$ cat src/rtl/scg_pkg.sv
// package: constants, register map and types of the system clock generator
package scg_pkg;

  // ----------------------------------------------------------------
  // geometry
  // ----------------------------------------------------------------
  localparam int NUM_BASE    = 4;
  localparam int NUM_UNIT    = 2;
  localparam int BR_PER_UNIT = 2;
  localparam int NUM_BRANCH  = NUM_BASE * NUM_UNIT * BR_PER_UNIT;
  localparam int NUM_SRC     = 4;

  // ----------------------------------------------------------------
  // timing
  // ----------------------------------------------------------------
  localparam int CLK_PERIOD_NS = 10;
  localparam int PLL_LOCK_US   = 100;
  localparam int PLL_LOCK_CYC  = (PLL_LOCK_US * 1000 + CLK_PERIOD_NS - 1) / CLK_PERIOD_NS;

  // ----------------------------------------------------------------
  // register offsets (byte addresses)
  // ----------------------------------------------------------------
  localparam logic [7:0] OFS_PLL_CTRL   = 8'h00;
  localparam logic [7:0] OFS_PLL_CFG    = 8'h04;
  localparam logic [7:0] OFS_STATUS     = 8'h08;
  localparam logic [7:0] OFS_BASE_SEL   = 8'h0C;
  localparam logic [7:0] OFS_BRANCH_EN  = 8'h10;
  localparam logic [7:0] OFS_CLOCK_OUTPUT_PIN_SEL = 8'h14;
  localparam logic [7:0] OFS_AUDIO_CFG  = 8'h18;
  localparam logic [7:0] OFS_AUDIO_STEP = 8'h1C;

  // ----------------------------------------------------------------
  // field positions
  // ----------------------------------------------------------------
  localparam int CTRL_PWR_UP  = 0;
  localparam int CTRL_BYPASS  = 1;
  localparam int CTRL_IN_XTAL = 2;
  localparam int CFG_MSEL_LSB = 0;
  localparam int CFG_PSEL_LSB = 8;

  // ----------------------------------------------------------------
  // reset values
  // ----------------------------------------------------------------
  localparam logic [2:0]  RST_PLL_CTRL   = 3'h2;
  localparam logic [4:0]  RST_MSEL       = 5'h0;
  localparam logic [1:0]  RST_PSEL       = 2'h0;
  localparam logic [1:0]  RST_SRC        = 2'h0;
  localparam logic [15:0] RST_BRANCH_EN  = 16'hFFFF;
  localparam logic [2:0]  RST_AUDIO_MULT = 3'h3;
  localparam logic [31:0] RST_AUDIO_STEP = 32'h0000_0000;

  // ----------------------------------------------------------------
  // encodings
  // ----------------------------------------------------------------
  localparam logic [1:0] SRC_IRC   = 2'h0;
  localparam logic [1:0] SRC_XTAL  = 2'h1;
  localparam logic [1:0] SRC_SPLL  = 2'h2;
  localparam logic [1:0] SRC_AUDIO = 2'h3;

  localparam logic [1:0] RESP_OKAY   = 2'h0;
  localparam logic [1:0] RESP_SLVERR = 2'h2;

  typedef enum logic [1:0] {
    PLL_OFF     = 2'b00,
    PLL_LOCKING = 2'b01,
    PLL_LOCKED  = 2'b11
  } scg_pll_e;

  typedef struct packed {
    logic [1:0] psel;
    logic [4:0] msel;
  } scg_pll_cfg_s;

  // audio multiples of fs, by code 0..5
  function automatic logic [9:0] scg_audio_mult(input logic [2:0] code);
    case (code)
      3'd0:    return 10'd32;
      3'd1:    return 10'd64;
      3'd2:    return 10'd128;
      3'd3:    return 10'd256;
      3'd4:    return 10'd384;
      default: return 10'd512;
    endcase
  endfunction : scg_audio_mult

endpackage : scg_pkg

$ cat src/rtl/scg_clock_gen.sv
// system clock generation: source select, system pll, audio pll, base and branch clocks
// Contract
// after any reset every base clock takes the internal rc oscillator
// system pll leaves reset powered down and bypassed, input passing through
// software configures, enables, awaits lock, then selects the pll output
// lock is reported only after the full 100 us settling time
// feedback multiplier accepts every integer from 1 to 32
// post divider offers 2, 4, 8, 16 only, giving 50 percent duty
// software keeps the controlled oscillator between 156 and 320 MHz
// several base clocks, each with its own independent source select
// one selected base clock drives the clock output pin; base 0 is cpu
// every branch clock comes from one of two gating units, enabled alone
// branch clocks of one base share frequency and phase, no gating skew
// audio pll output settable to 32..512 times the sampling frequency
// source changes and gate changes never truncate or glitch a clock
module scg_clock_gen
  import scg_pkg::*;
#(
  parameter int LOCK_CYC = PLL_LOCK_CYC
) (
  input  wire logic                  mclk,
  input  wire logic                  rst,
  input  wire logic                  internal_rc_oscillator,
  input  wire logic                  xtal_clk,
  input  wire logic [7:0]            s_axi_awaddr,
  input  wire logic [2:0]            s_axi_awprot,
  input  wire logic                  s_axi_awvalid,
  output logic                       s_axi_awready,
  input  wire logic [31:0]           s_axi_wdata,
  input  wire logic [3:0]            s_axi_wstrb,
  input  wire logic                  s_axi_wvalid,
  output logic                       s_axi_wready,
  output logic [1:0]                 s_axi_bresp,
  output logic                       s_axi_bvalid,
  input  wire logic                  s_axi_bready,
  input  wire logic [7:0]            s_axi_araddr,
  input  wire logic [2:0]            s_axi_arprot,
  input  wire logic                  s_axi_arvalid,
  output logic                       s_axi_arready,
  output logic [31:0]                s_axi_rdata,
  output logic [1:0]                 s_axi_rresp,
  output logic                       s_axi_rvalid,
  input  wire logic                  s_axi_rready,
  output logic [NUM_BASE-1:0]        base_clk,
  output logic                       cpu_clock,
  output logic                       clock_output_pin,
  output logic [NUM_BRANCH-1:0]      branch_clk,
  output logic                       system_pll_locked,
  output logic                       audio_pll_clk
);

  // ----------------------------------------------------------------
  // input synchronisers
  // ----------------------------------------------------------------
  logic [1:0] sync1_q, sync2_q, sync3_q, src_in_q;

  always_ff @(posedge mclk) begin
    sync1_q <= {xtal_clk, internal_rc_oscillator};
    sync2_q <= sync1_q;
    sync3_q <= sync2_q;
  end

  always_ff @(posedge mclk) begin
    if (rst) begin
      src_in_q <= 2'b00;
    end else begin
      for (int k = 0; k < 2; k++) begin
        if (sync2_q[k] == sync3_q[k]) begin
          src_in_q[k] <= sync3_q[k];
        end
      end
    end
  end

  // ----------------------------------------------------------------
  // registers
  // ----------------------------------------------------------------
  logic [2:0]            pll_ctrl_q;
  scg_pll_cfg_s          pll_cfg_q;
  logic [2*NUM_BASE-1:0] base_sel_q;
  logic [NUM_BRANCH-1:0] branch_en_q;
  logic [1:0]            clock_output_pin_sel_q;
  logic [2:0]            audio_cfg_q;
  logic [31:0]           audio_step_q;

  logic       wr_go, rd_go;
  logic [7:0] wr_addr;
  logic       wr_hit, rd_hit;
  logic [31:0] rd_val;

  assign wr_go         = s_axi_awvalid && s_axi_wvalid && !s_axi_bvalid;
  assign s_axi_awready = wr_go;
  assign s_axi_wready  = wr_go;
  assign wr_addr       = {s_axi_awaddr[7:2], 2'b00};
  assign rd_go         = s_axi_arvalid && !s_axi_rvalid;
  assign s_axi_arready = rd_go;

  always_comb begin
    case (wr_addr)
      OFS_PLL_CTRL, OFS_PLL_CFG, OFS_BASE_SEL, OFS_BRANCH_EN,
      OFS_CLOCK_OUTPUT_PIN_SEL, OFS_AUDIO_CFG, OFS_AUDIO_STEP: wr_hit = 1'b1;
      default: wr_hit = 1'b0;
    endcase
  end

  always_ff @(posedge mclk) begin
    if (rst) begin
      pll_ctrl_q   <= RST_PLL_CTRL;
      pll_cfg_q    <= '{psel: RST_PSEL, msel: RST_MSEL};
      base_sel_q   <= {NUM_BASE{RST_SRC}};
      branch_en_q  <= RST_BRANCH_EN;
      clock_output_pin_sel_q <= 2'h0;
      audio_cfg_q  <= RST_AUDIO_MULT;
      audio_step_q <= RST_AUDIO_STEP;
    end else if (wr_go && s_axi_wstrb[0]) begin
      case (wr_addr)
        OFS_PLL_CTRL: pll_ctrl_q <= s_axi_wdata[2:0];
        OFS_PLL_CFG: begin
          pll_cfg_q.msel <= s_axi_wdata[CFG_MSEL_LSB +: 5];
          pll_cfg_q.psel <= s_axi_wdata[CFG_PSEL_LSB +: 2];
        end
        OFS_BASE_SEL:   base_sel_q   <= s_axi_wdata[2*NUM_BASE-1:0];
        OFS_BRANCH_EN:  branch_en_q  <= s_axi_wdata[NUM_BRANCH-1:0];
        OFS_CLOCK_OUTPUT_PIN_SEL: clock_output_pin_sel_q <= s_axi_wdata[1:0];
        OFS_AUDIO_CFG: begin
          if (s_axi_wdata[2:0] <= 3'd5) begin
            audio_cfg_q <= s_axi_wdata[2:0];
          end
        end
        OFS_AUDIO_STEP: audio_step_q <= s_axi_wdata;
        default: ;
      endcase
    end
  end

  always_ff @(posedge mclk) begin
    if (rst) begin
      s_axi_bvalid <= 1'b0;
      s_axi_bresp  <= RESP_OKAY;
    end else if (wr_go) begin
      s_axi_bvalid <= 1'b1;
      s_axi_bresp  <= wr_hit ? RESP_OKAY : RESP_SLVERR;
    end else if (s_axi_bready) begin
      s_axi_bvalid <= 1'b0;
    end
  end

  // ----------------------------------------------------------------
  // system pll
  // ----------------------------------------------------------------
  scg_pll_e    pll_st_q;
  logic [15:0] lock_cnt_q;
  logic [3:0]  div_cnt_q;
  logic        spll_in, spll_out;

  always_ff @(posedge mclk) begin
    if (rst) begin
      pll_st_q   <= PLL_OFF;
      lock_cnt_q <= 16'h0000;
    end else if (!pll_ctrl_q[CTRL_PWR_UP]) begin
      pll_st_q   <= PLL_OFF;
      lock_cnt_q <= 16'h0000;
    end else begin
      unique case (pll_st_q)
        PLL_OFF: begin
          pll_st_q   <= PLL_LOCKING;
          lock_cnt_q <= 16'h0000;
        end
        PLL_LOCKING: begin
          lock_cnt_q <= lock_cnt_q + 16'h0001;
          if (lock_cnt_q >= 16'(LOCK_CYC - 1)) begin
            pll_st_q <= PLL_LOCKED;
          end
        end
        PLL_LOCKED: ;
        default: pll_st_q <= PLL_OFF;
      endcase
    end
  end

  // free-running divider behind the pll output
  always_ff @(posedge mclk) begin
    if (rst) begin
      div_cnt_q <= 4'h0;
    end else begin
      div_cnt_q <= div_cnt_q + 4'h1;
    end
  end

  assign system_pll_locked = (pll_st_q == PLL_LOCKED);
  assign spll_in  = pll_ctrl_q[CTRL_IN_XTAL] ? src_in_q[1] : src_in_q[0];
  // divide by 2 << psel taps a binary counter bit, so duty is exactly half
  assign spll_out = pll_ctrl_q[CTRL_BYPASS] ? spll_in
                  : (system_pll_locked && div_cnt_q[pll_cfg_q.psel]);

  // ----------------------------------------------------------------
  // audio pll
  // ----------------------------------------------------------------
  logic [41:0] audio_inc;
  logic [31:0] audio_acc_q;

  assign audio_inc = 42'(scg_audio_mult(audio_cfg_q)) * 42'(audio_step_q);

  always_ff @(posedge mclk) begin
    if (rst) begin
      audio_acc_q   <= 32'h0000_0000;
      audio_pll_clk <= 1'b0;
    end else begin
      audio_acc_q   <= audio_acc_q + audio_inc[31:0];
      audio_pll_clk <= audio_acc_q[31];
    end
  end

  // ----------------------------------------------------------------
  // base clock multiplexers
  // ----------------------------------------------------------------
  logic [NUM_SRC-1:0]    src_lvl;
  logic [1:0]            act_sel_q [NUM_BASE];
  logic [NUM_BASE-1:0]   base_d;
  logic [NUM_BASE-1:0]   base_q;

  assign src_lvl = {audio_pll_clk, spll_out, src_in_q[1], src_in_q[0]};

  always_comb begin
    for (int i = 0; i < NUM_BASE; i++) begin
      base_d[i] = src_lvl[act_sel_q[i]];
    end
  end

  // switch only while old output and new source are both low
  always_ff @(posedge mclk) begin
    if (rst) begin
      for (int i = 0; i < NUM_BASE; i++) begin
        act_sel_q[i] <= SRC_IRC;
      end
      base_q <= '0;
    end else begin
      for (int i = 0; i < NUM_BASE; i++) begin
        if (!base_q[i] && !base_d[i] && !src_lvl[base_sel_q[2*i +: 2]]) begin
          act_sel_q[i] <= base_sel_q[2*i +: 2];
        end
      end
      base_q <= base_d;
    end
  end

  assign base_clk  = base_q;
  assign cpu_clock = base_q[0];

  // ----------------------------------------------------------------
  // clock output pin
  // ----------------------------------------------------------------
  logic [1:0] clock_output_pin_act_q;
  logic       clock_output_pin_q;

  always_ff @(posedge mclk) begin
    if (rst) begin
      clock_output_pin_act_q <= 2'h0;
      clock_output_pin_q     <= 1'b0;
    end else begin
      if (!clock_output_pin_q && !base_d[clock_output_pin_act_q] && !base_d[clock_output_pin_sel_q]) begin
        clock_output_pin_act_q <= clock_output_pin_sel_q;
      end
      clock_output_pin_q <= base_d[clock_output_pin_act_q];
    end
  end

  assign clock_output_pin = clock_output_pin_q;

  // ----------------------------------------------------------------
  // branch gating units
  // ----------------------------------------------------------------
  logic [NUM_BRANCH-1:0] en_act_q, en_act_d, branch_d, branch_q;
  localparam int PER_UNIT = NUM_BASE * BR_PER_UNIT;

  always_comb begin
    for (int b = 0; b < NUM_BRANCH; b++) begin
      // unit = b / PER_UNIT, base = (b % PER_UNIT) / BR_PER_UNIT
      en_act_d[b] = base_d[(b % PER_UNIT) / BR_PER_UNIT] ? en_act_q[b]
                  : branch_en_q[b];
      branch_d[b] = base_d[(b % PER_UNIT) / BR_PER_UNIT] & en_act_d[b];
    end
  end

  // base and branches load from one next value on one edge, so no skew
  always_ff @(posedge mclk) begin
    if (rst) begin
      en_act_q <= RST_BRANCH_EN;
      branch_q <= '0;
    end else begin
      en_act_q <= en_act_d;
      branch_q <= branch_d;
    end
  end

  assign branch_clk = branch_q;

  // ----------------------------------------------------------------
  // read path
  // ----------------------------------------------------------------
  always_comb begin
    rd_val = 32'h0000_0000;
    rd_hit = 1'b1;
    case ({s_axi_araddr[7:2], 2'b00})
      OFS_PLL_CTRL:   rd_val[2:0] = pll_ctrl_q;
      OFS_PLL_CFG: begin
        rd_val[CFG_MSEL_LSB +: 5] = pll_cfg_q.msel;
        rd_val[CFG_PSEL_LSB +: 2] = pll_cfg_q.psel;
      end
      OFS_STATUS: begin
        rd_val[1:0] = pll_st_q;
        for (int i = 0; i < NUM_BASE; i++) begin
          rd_val[8 + 2*i +: 2] = act_sel_q[i];
        end
        rd_val[17:16] = clock_output_pin_act_q;
      end
      OFS_BASE_SEL:   rd_val[2*NUM_BASE-1:0] = base_sel_q;
      OFS_BRANCH_EN:  rd_val[NUM_BRANCH-1:0] = en_act_q;
      OFS_CLOCK_OUTPUT_PIN_SEL: rd_val[1:0] = clock_output_pin_sel_q;
      OFS_AUDIO_CFG:  rd_val[2:0] = audio_cfg_q;
      OFS_AUDIO_STEP: rd_val = audio_step_q;
      default:        rd_hit = 1'b0;
    endcase
  end

  always_ff @(posedge mclk) begin
    if (rst) begin
      s_axi_rvalid <= 1'b0;
      s_axi_rdata  <= 32'h0000_0000;
      s_axi_rresp  <= RESP_OKAY;
    end else if (rd_go) begin
      s_axi_rvalid <= 1'b1;
      s_axi_rdata  <= rd_val;
      s_axi_rresp  <= rd_hit ? RESP_OKAY : RESP_SLVERR;
    end else if (s_axi_rready) begin
      s_axi_rvalid <= 1'b0;
    end
  end

endmodule : scg_clock_gen

$ cat config.mk
export PLATFORM = sky130hd
export DESIGN_NAME = scg_clock_gen
export DESIGN_NICKNAME = d
export VERILOG_FILES = /design/src/rtl/scg_pkg.sv /design/src/rtl/scg_clock_gen.sv
export SDC_FILE = /design/constraint.sdc
export NUM_CORES = 1
export LEC_CHECK = 0
export BUFFER_PORTS_ARGS = -buffer_cell sky130_fd_sc_hd__buf_2
export CORE_ASPECT_RATIO = 1.4
export CORE_MARGIN = 8
export CORE_UTILIZATION = 60
export DETAILED_ROUTE_END_ITERATION = 10
export MAX_ROUTING_LAYER = met4
export PLACE_DENSITY = 0.81
export SETUP_SLACK_MARGIN = 0.4
export SLEW_MARGIN = 20
export SYNTH_ARGS = -nofsm -noshare
export SYNTH_HDL_FRONTEND = slang
export SYNTH_SLANG_ARGS = --single-unit
export TNS_END_PERCENT = 1
$ cat constraint.sdc
create_clock -name mclk -period 6.7 [get_ports mclk]
set_clock_uncertainty 0.2 [all_clocks]
set_input_delay 0.67 -clock mclk [delete_from_list [all_inputs] [get_ports mclk]]
set_output_delay 0.67 -clock mclk [all_outputs]
set_load 0.01 [all_outputs]
==> flow_metrics.tcl, run 1 <==
set metrics [dict create \
    num_rows 64 \
    die_area_um2 26800 \
    initial_core_util_pct 60.4 \
    cts.htree.levels 1 \
    grt_overflow 0 \
    placed_cells_incl_taps 1768 \
    netlist_area_um2 13100 \
    area_growth_pct 11.5 \
    dp_hpwl_um 23500 \
    hp-class "primary input to register" \
    syn_area_per_cell_um2 9.01 \
    post-route-util_pct 67.4 \
    grt_start_max_net_pins 132 \
    layout_setup_ws_ns 0.657 \
    drt_iter0_markers 805 \
    drive_gt1_share_pct 12.8 \
    die_h_um 191 \
    ys_top_cells_by_count "dfxtp_1 (204), nor2_1 (139), nand2_1 (135)" \
    finalNonFillerCells 1810 \
    cts.clk_slew.worst_paths_ns 0.07 \
    required_ns 6.89 \
    wl_met3_um 1600 \
    crit_arrival_ns 6.23 \
    netlist_instances 1451 \
    worst_slew_pin_slew_ns 0.999 \
    highest_layer "met4" \
    synthTopCellsByArea "dfxtp_1 (31%), fa_1 (14%), ha_1 (7.9%)" \
    grt_setup_unrepaired "false" \
    async_reset_ff_share_pct 0 \
    peakVddDrop_v 0.000208 \
    max-cap-violations 0 \
    outcome "finished clean" \
    yosys_warnings 0 \
    post_cts.repair.setup_buffers 0 \
    cts_tree "done" \
    grt_pass1_vias 10900 \
    ys_seq_area_share_pct 33.1 \
    clkLatencyLatePin_ns 0.50 \
    synth_edf_count 8 \
    gp_congestion 0.880 \
    drc 0 \
    yosys.area.top_type "dfxtp_1" \
    critPathKind "register to register" \
    die_x_um 141 \
    cts-buffers-inserted 22 \
    pre_cts_ws_ns 0.672 \
    nets 1769 \
    crit_path_start "audio_cfg_q[2]" \
    viasPerCell 5.82 \
    slew_headroom_pct 33.4 \
    r2r-start "audio_cfg_q[2]" \
    wl_um 32000 \
    ys_types 58 \
    finalCritPeriodShare_pct 90.2 \
    ys_seq_elements 212 \
    core_um2 21600 \
    yosysTopAreaCellShare_pct 31.3 \
    grt_pass1_wl_um 52500 \
    io_pins 132 \
    maxSlewViolCount 0 \
    vias 10500 \
    first_pass_iters 7 \
    numClockSinks 212 \
    fill_cells 1729 \
    start_kind "register" \
    drt-met1-wl_um 12600 \
    clockBufferDepth 3 \
    setup_tns_ns 0 \
    clock-root-buffer "clkbuf_16" \
    crit_fanout 24 \
    wl_per_cell_um 17.7 \
    cp-end-kind "register" \
    fmax_mhz 165 \
    period_minus_slack_ns 6.04 \
    synthFlopType "dfxtp_1" \
    p_per_area_nw_per_um2 188 \
    antenna_found_initial 3 \
    setup_viol 0 \
    p_leak_nw 6.90 \
    wl_met2_um 16700 \
    yosysMostFrequentCell "dfxtp_1" \
    grt_usage_pct 24.4 \
    detail-route-antenna-nets 0 \
    hold_start "xtal_clk" \
    io_buffers 116 \
    hold_viol 0 \
]
[layout make-up]
| class | instances | area [µm²] | share of cell area (%) |
|---|---|---|---|
| inverter | 122 | 458 | 3.14 |
| multi-input combinational | 1035 | 7990 | 54.8 |
| sequential | 212 | 4320 | 29.7 |
| antenna | 3 | 7.51 | 0.0515 |
| clock buffer | 29 | 639 | 4.39 |
| tap | 264 | 330 | 2.27 |
| clock inverter | 10 | 90.1 | 0.618 |
| timing repair buffer | 135 | 729 | 5.01 |
[through the flow]
step / hold slack [ns] / area (µm²) / total power (W)
floorplan: 0.110 / 13100 / 0.00146
global placement: 0.111 / 13800 / 0.00152
detailed placement: 0.117 / 13800 / 0.00153
CTS: 0.0579 / 14600 / 0.00276
global route: 0.0602 / 14600 / 0.00284
finish: 0.0682 / 14600 / 0.00275
[timing repair]
item                       CTS  global route
setup endpoints to repair    0             2
hold buffers                 0             0
resized for setup            0             1
[power by group]
group / total (W) / internal (W) / switching, W / leakage, nW
combinational: 0.000184 / 0.0000694 / 0.000115 / 4.80
clock: 0.00124 / 0.000716 / 0.000524 / 0.357
sequential: 0.00132 / 0.00130 / 0.0000213 / 1.74
[cell usage in the layout, fill, tap and decap left out, drive strengths merged, types with 15 or more instances in the layout]
cell / synthesis / final
dfxtp: 204 / 204
nor2: 139 / 139
nand2: 135 / 135
buf: 9 / 135
and2: 126 / 126
inv: 122 / 125
a21oi: 98 / 98
fa: 91 / 91
ha: 83 / 83
a211o: 37 / 37
nand3: 31 / 31
nor2b: 30 / 30
clkbuf: 74 / 29
mux2i: 27 / 27
o21ai: 24 / 24
nor3: 20 / 20
xnor2: 18 / 18
a21o: 15 / 15
[final timing paths]
| check | to | slack, ns | cells past startpoint |
|---|---|---|---|
| max | audio_acc_q[29] | 0.66 | 20 |
| min | sync1_q[1] | 0.07 | 1 |
| max reg2reg | audio_acc_q[29] | 0.66 | 20 |
| min reg2reg | sync2_q[0] | 0.13 | 0 |
[metal layers]
layer | track usage (%) | vias up
li1 | - | 5021
met1 | 27.1 | 5117
met3 | 3.28 | 84
met5 | - | -
met4 | 9.66 | 0
met2 | 43.4 | 307
[kinds of logic after synthesis]
kind of cell	count (synthesis)	synth area share, %
AND/OR/NAND/NOR	544	20.8
AO/OA/AOI/OAI	249	12.8
flip-flops	212	33.1
buffers and inverters	205	6.00
adder cells (fa/ha/maj)	174	21.9
multiplexers	38	3.53
XOR/XNOR	28	1.88
other	1	0.0287
[sequential cells by signal, summed over array words and instances, names as in the netlist, 2 cells and up]
name	cells
pll_st_q	2
base_sel_q	8
div_cnt_q	4
clock_output_pin_act_q	2
pll_ctrl_q	3
branch_en_q	16
branch_clk	16
audio_acc_q	27
sync3_q	2
lock_cnt_q	16
act_sel_q	8
sync2_q	2
sync1_q	2
clock_output_pin_sel_q	2
en_act_q	16
audio_cfg_q	3
s_axi_rdata	32
base_clk	4
audio_step_q	32
src_in_q	2
pll_cfg_q	7
[critical path, cell delays in order, from the launching register on]
cell and delay [ns]:
dfxtp_1 0.54, nand2b_1 0.11, o22ai_1 0.17, buf_4 0.30, nand2_1 0.12, fa_1 0.49
fa_1 0.54, inv_1 0.05, fa_1 0.52, inv_1 0.05, fa_1 0.50, inv_1 0.04
ha_1 0.29, ha_1 0.36, a21oi_1 0.12, nand4b_1 0.21, a31oi_1 0.31, a31oi_1 0.18
o21bai_1 0.29, a2111oi_0 0.16, a311o_1 0.38
(Power assumes the default switching activity.)
==> run 2, diff against run 1 <==
- CORE_UTILIZATION: 60 -> 50
- PLACE_DENSITY: 0.81 -> 0.69
==> flow_metrics.tcl, run 2 (synthesis gave the netlist of run 1 again) <==
set metrics [dict create \
    hp-class "primary input to register" \
    grt_start_max_net_pins 76 \
    numClockSinks 212 \
    gp_congestion 0.893 \
    crit_arrival_ns 6.21 \
    worst_slew_pin_slew_ns 0.968 \
    clockBufferDepth 3 \
    detail-route-antenna-nets 0 \
    stdcell_area_um2 14700 \
    final_cell_mix "dfxtp_1 (201), nor2_1 (137), nand2_1 (135)" \
    max-cap-violations 0 \
    start_kind "register" \
    crit_fanout 24 \
    io_buffers 116 \
    grt_setup_unrepaired "false" \
    cts.htree.levels 1 \
    place_area_um2 13900 \
    core_um2 25900 \
    cp-end-kind "register" \
    die_h_um 207 \
    p_leak_nw 6.92 \
    viasPerCell 5.56 \
    die_x_um 153 \
    cts.clk_slew.worst_paths_ns 0.06 \
    first_pass_iters 9 \
    cts-buffers-inserted 23 \
    p_per_area_nw_per_um2 195 \
    peakVddDrop_v 0.000233 \
    slew_headroom_pct 35.0 \
    dp_hpwl_um 24100 \
    clkLatencyLatePin_ns 0.53 \
    die_area_um2 31600 \
    top_regs "audio_step_q x32, s_axi_rdata x32, audio_acc_q x27" \
    setup_tns_ns 0 \
    clock-root-buffer "clkbuf_16" \
    setup_viol 0 \
    hold_viol 0 \
    critPathKind "register to register" \
    io_pins 132 \
    grt_usage_pct 21.2 \
    post_cts.repair.setup_buffers 0 \
    period_minus_slack_ns 6.01 \
    antenna_found_initial 2 \
    num_rows 70 \
    finalCritPeriodShare_pct 89.6 \
    grt_overflow 0 \
    cts_tree "done" \
    outcome "finished clean" \
    layout_commonest_cell "dfxtp_1" \
    initial_core_util_pct 50.4 \
    wl_um 32900 \
    vias 10400 \
    grt_pass1_wl_um 53800 \
    required_ns 6.91 \
    drt_iter0_markers 629 \
    nets 1768 \
    whs_ns 0.0409 \
    grt_pass1_vias 10500 \
    drive_gt1_share_pct 13.1 \
    wl_per_cell_um 17.6 \
    maxSlewViolCount 0 \
    drc 0 \
    area_growth_pct 12.7 \
    fmax_mhz 166 \
]
run 2: final cells by class:
class | instances | area [µm²]
flip-flops and latches | 212 | 4330
diodes | 2 | 5.00
multi-input cells | 1035 | 8010
clock inverters | 12 | 180
well taps | 324 | 405
clock buffers | 30 | 622
fillers | 2325 | 11200
inverters | 122 | 458
repair buffers | 133 | 714
run 2: stage by stage:
step,power (W),setup WS [ns],util (%),cells
final,0.00287,0.694,56.8,1870
after global routing,0.00296,0.372,56.8,1870
after CTS,0.00290,0.534,56.7,1868
after detailed placement,0.00153,0.548,53.7,1826
after global placement,0.00153,0.651,53.6,1826
after floorplan,0.00146,0.933,-,1452
run 2: worst paths after layout:
kind                     endpoint  slack (ns)           start  cells after the start
setup / recovery  audio_acc_q[29]        0.69  audio_cfg_q[0]                     20
setup reg to reg  audio_acc_q[29]        0.69  audio_cfg_q[0]                     20
hold / removal         sync1_q[1]        0.04        xtal_clk                      1
hold reg to reg        sync2_q[0]        0.13      sync1_q[0]                      0
run 2: worst max-delay path, stage by stage (launching register included):
cell	delay (ns)
dfxtp_2	0.44
nand2_1	0.08
o22ai_1	0.18
buf_4	0.33
nand2_1	0.12
fa_1	0.49
fa_1	0.55
inv_1	0.05
fa_1	0.53
inv_1	0.05
fa_1	0.50
inv_1	0.04
ha_1	0.28
ha_1	0.35
a21oi_1	0.11
nand4b_1	0.21
a31oi_1	0.34
a31oi_1	0.21
o21bai_1	0.30
a2111oi_0	0.16
a311o_1	0.36
run 2: layer usage:
metal | wire length (µm) | up-vias | GRT usage (%)
li1 | - | 5015 | -
met1 | 13400 | 5056 | 23.4
met2 | 17000 | 258 | 38.2
met3 | 1310 | 68 | 2.65
met4 | 1230 | 0 | 8.49
met5 | 0 | - | -
run 2: power by group:
part	switching (W)	internal, W
clock network	0.000545	0.000815
logic	0.000115	0.0000701
registers	0.0000206	0.00130
total	0.000681	0.00218
run 2: what timing repair did:
item                                    in CTS  in global routing
endpoints found under the setup margin       0                  3
hold buffers                                 0                  0
resized for setup                            0                  4
==> run 3, diff against run 2 <==
- CORE_MARGIN: 8 -> 5
==> flow_metrics.tcl, run 3 (synthesis gave the netlist of run 1 again) <==
set metrics [dict create \
    nets 1769 \
    viasPerCell 5.56 \
    post_cts.repair.setup_buffers 0 \
    cts.clk_slew.worst_paths_ns 0.06 \
    outcome "finished clean" \
    r2r_setup_slack_ns 0.86 \
    grt_overflow 0 \
    p_leak_nw 6.89 \
    crit_arrival_ns 6.03 \
    finalNonFillerCells 1869 \
    die_area_um2 29500 \
    stdcell_area_um2 14600 \
    clkPwrFrac_pct 44.7 \
    clkLatencyLatePin_ns 0.51 \
    cts.htree.levels 1 \
    p_switching_w 0.000658 \
    pre_cts_ws_ns 0.580 \
    grt_pass1_wl_um 52600 \
    gp_congestion 0.904 \
    cp.depth 20 \
    setup_viol 0 \
    critPathKind "register to register" \
    maxSlewViolCount 0 \
    max-cap-violations 0 \
    place_area_um2 13900 \
    cp_slowest_stage_delay_ns 0.54 \
    area_growth_pct 12.1 \
    final_cell_mix "dfxtp_1 (201), nor2_1 (137), nand2_1 (135)" \
    io_buffers 116 \
    hold_viol 0 \
    slew_headroom_pct 34.4 \
    critPathBufInv 4 \
    core_um2 25900 \
    clockBufferDepth 3 \
    wl_per_cell_um 17.1 \
    initial_core_util_pct 50.4 \
    placed_cells_incl_taps 1827 \
    grt_usage_pct 22.1 \
    drive_gt1_share_pct 13.1 \
    start_kind "register" \
    grt_setup_unrepaired "false" \
    worst_slew_pin_slew_ns 0.976 \
    antenna_found_initial 2 \
    cp_top_family "adder cells" \
    grt_start_max_net_pins 81 \
    clock-root-buffer "clkbuf_16" \
    first_pass_iters 7 \
    power.total_w 0.00272 \
    finalCritPeriodShare_pct 87.2 \
    detail-route-antenna-nets 0 \
    power.share.switching_pct 24.2 \
    cpMostUsedCell "fa_1" \
    drt_iter0_markers 706 \
    worst_path_max_delay_cell "fa_1" \
    power.share.sequential_pct 48.6 \
    peakVddDrop_v 0.000174 \
    period_minus_slack_ns 5.84 \
    required_ns 6.89 \
    p_per_area_nw_per_um2 186 \
    setup_tns_ns 0 \
    p_int_w 0.00206 \
    cts_tree "done" \
    cts-buffers-inserted 23 \
    io_pins 132 \
    hold_depth 1 \
    p_comb_share_pct 6.8 \
    drc 0 \
    reg2regPathDepth 20 \
    r2r_end "audio_acc_q[29]" \
    num_rows 70 \
    multiInputGateArea_um2 8010 \
    ff_latch_area_um2 4330 \
    numClockSinks 212 \
    layout_setup_ws_ns 0.856 \
    crit_fanout 24 \
    layout_commonest_cell "dfxtp_1" \
    min_to "sync1_q[1]" \
    vias 10400 \
    hold_start "xtal_clk" \
    die_h_um 201 \
    wl_um 31900 \
    top_regs "audio_step_q x32, s_axi_rdata x32, audio_acc_q x27" \
    dp_hpwl_um 23100 \
    grt_pass1_vias 10500 \
    fmax_mhz 171 \
    r2r-start "audio_cfg_q[1]" \
    die_x_um 147 \
    cp-end-kind "register" \
    hp-class "primary input to register" \
    path_cells "nand2_1 -> o22ai_1 -> buf_4 -> nand2_1 -> fa_1 -> fa_1 -> inv_1 -> fa_1 -> inv_1 -> fa_1 -> inv_1 -> ha_1 -> ha_1 -> a21oi_1 -> nand4b_1 -> a31oi_1 -> a31oi_1 -> o21bai_1 -> a2111oi_1 -> a311o_1" \
    fill_cells 2296 \
]
## run 3: changes by cell type in the layout (fill, tap and decap cells not counted), sizes merged
cell and change:
bufinv -4, buf +1, clkbuf +1, clkinvlp +1
## run 3: worst register-to-register path, stage by stage (launching register included)
cell       delay [ns]
dfxtp_2          0.44
nand2_1          0.08
o22ai_1          0.15
buf_4            0.31
nand2_1          0.12
fa_1             0.49
fa_1             0.54
inv_1            0.05
fa_1             0.52
inv_1            0.05
fa_1             0.49
inv_1            0.04
ha_1             0.29
ha_1             0.35
a21oi_1          0.11
nand4b_1         0.21
a31oi_1          0.31
a31oi_1          0.17
o21bai_1         0.32
a2111oi_1        0.14
a311o_1          0.34
## run 3: repair_timing
| item | CTS | global route |
|---|---|---|
| hold buffers | 0 | 0 |
| hold endpoints to repair | 0 | 0 |
| setup endpoints to repair | 0 | 3 |
| gates resized for setup | 0 | 5 |
## run 3: worst max-delay path by stage
| stage | end | start |
|---|---|---|
| global placement | audio_acc_q[29] | audio_cfg_q[2] |
| global route | audio_acc_q[29] | audio_cfg_q[1] |
| detailed placement | audio_acc_q[29] | audio_cfg_q[2] |
| finish | audio_acc_q[29] | audio_cfg_q[1] |
| CTS | audio_acc_q[29] | audio_cfg_q[0] |
| floorplan | audio_acc_q[29] | audio_cfg_q[2] |
## run 3: through the flow
step / hold WS [ns] / utilization (%)
2_1_floorplan: 0.110 / -
3_3_place_gp: 0.112 / 53.6
3_5_place_dp: 0.118 / 53.6
4_1_cts: 0.0476 / 56.4
5_1_grt: 0.0418 / 56.5
6_report: 0.0668 / 56.5
## run 3: area by class of cell
| cell class | count | area share [%] |
|---|---|---|
| antenna | 2 | 0.0342 |
| clock buffer | 31 | 4.48 |
| clock inverter | 9 | 0.461 |
| inverter | 122 | 3.13 |
| multi-input combinational | 1035 | 54.7 |
| sequential | 212 | 29.5 |
| tap | 324 | 2.77 |
| timing repair buffer | 134 | 4.93 |
## run 3: layer usage
layer  global-route usage (%)  wire (µm)
met4                     6.83       1000
met3                     2.91       1460
met2                     39.0      16500
met1                     26.1      12900
met5                        -          0
## run 3: power by group through the flow
| stage | clock network (W) | logic [W] | registers [W] |
|---|---|---|---|
| 5_1_grt | 0.00130 | 0.000203 | 0.00132 |
| 4_1_cts | 0.00124 | 0.000184 | 0.00132 |
| 2_1_floorplan | 0 | 0.000115 | 0.00135 |
| 3_3_place_gp | 0 | 0.000180 | 0.00135 |
| 3_5_place_dp | 0 | 0.000183 | 0.00135 |
| 6_report | 0.00121 | 0.000185 | 0.00132 |
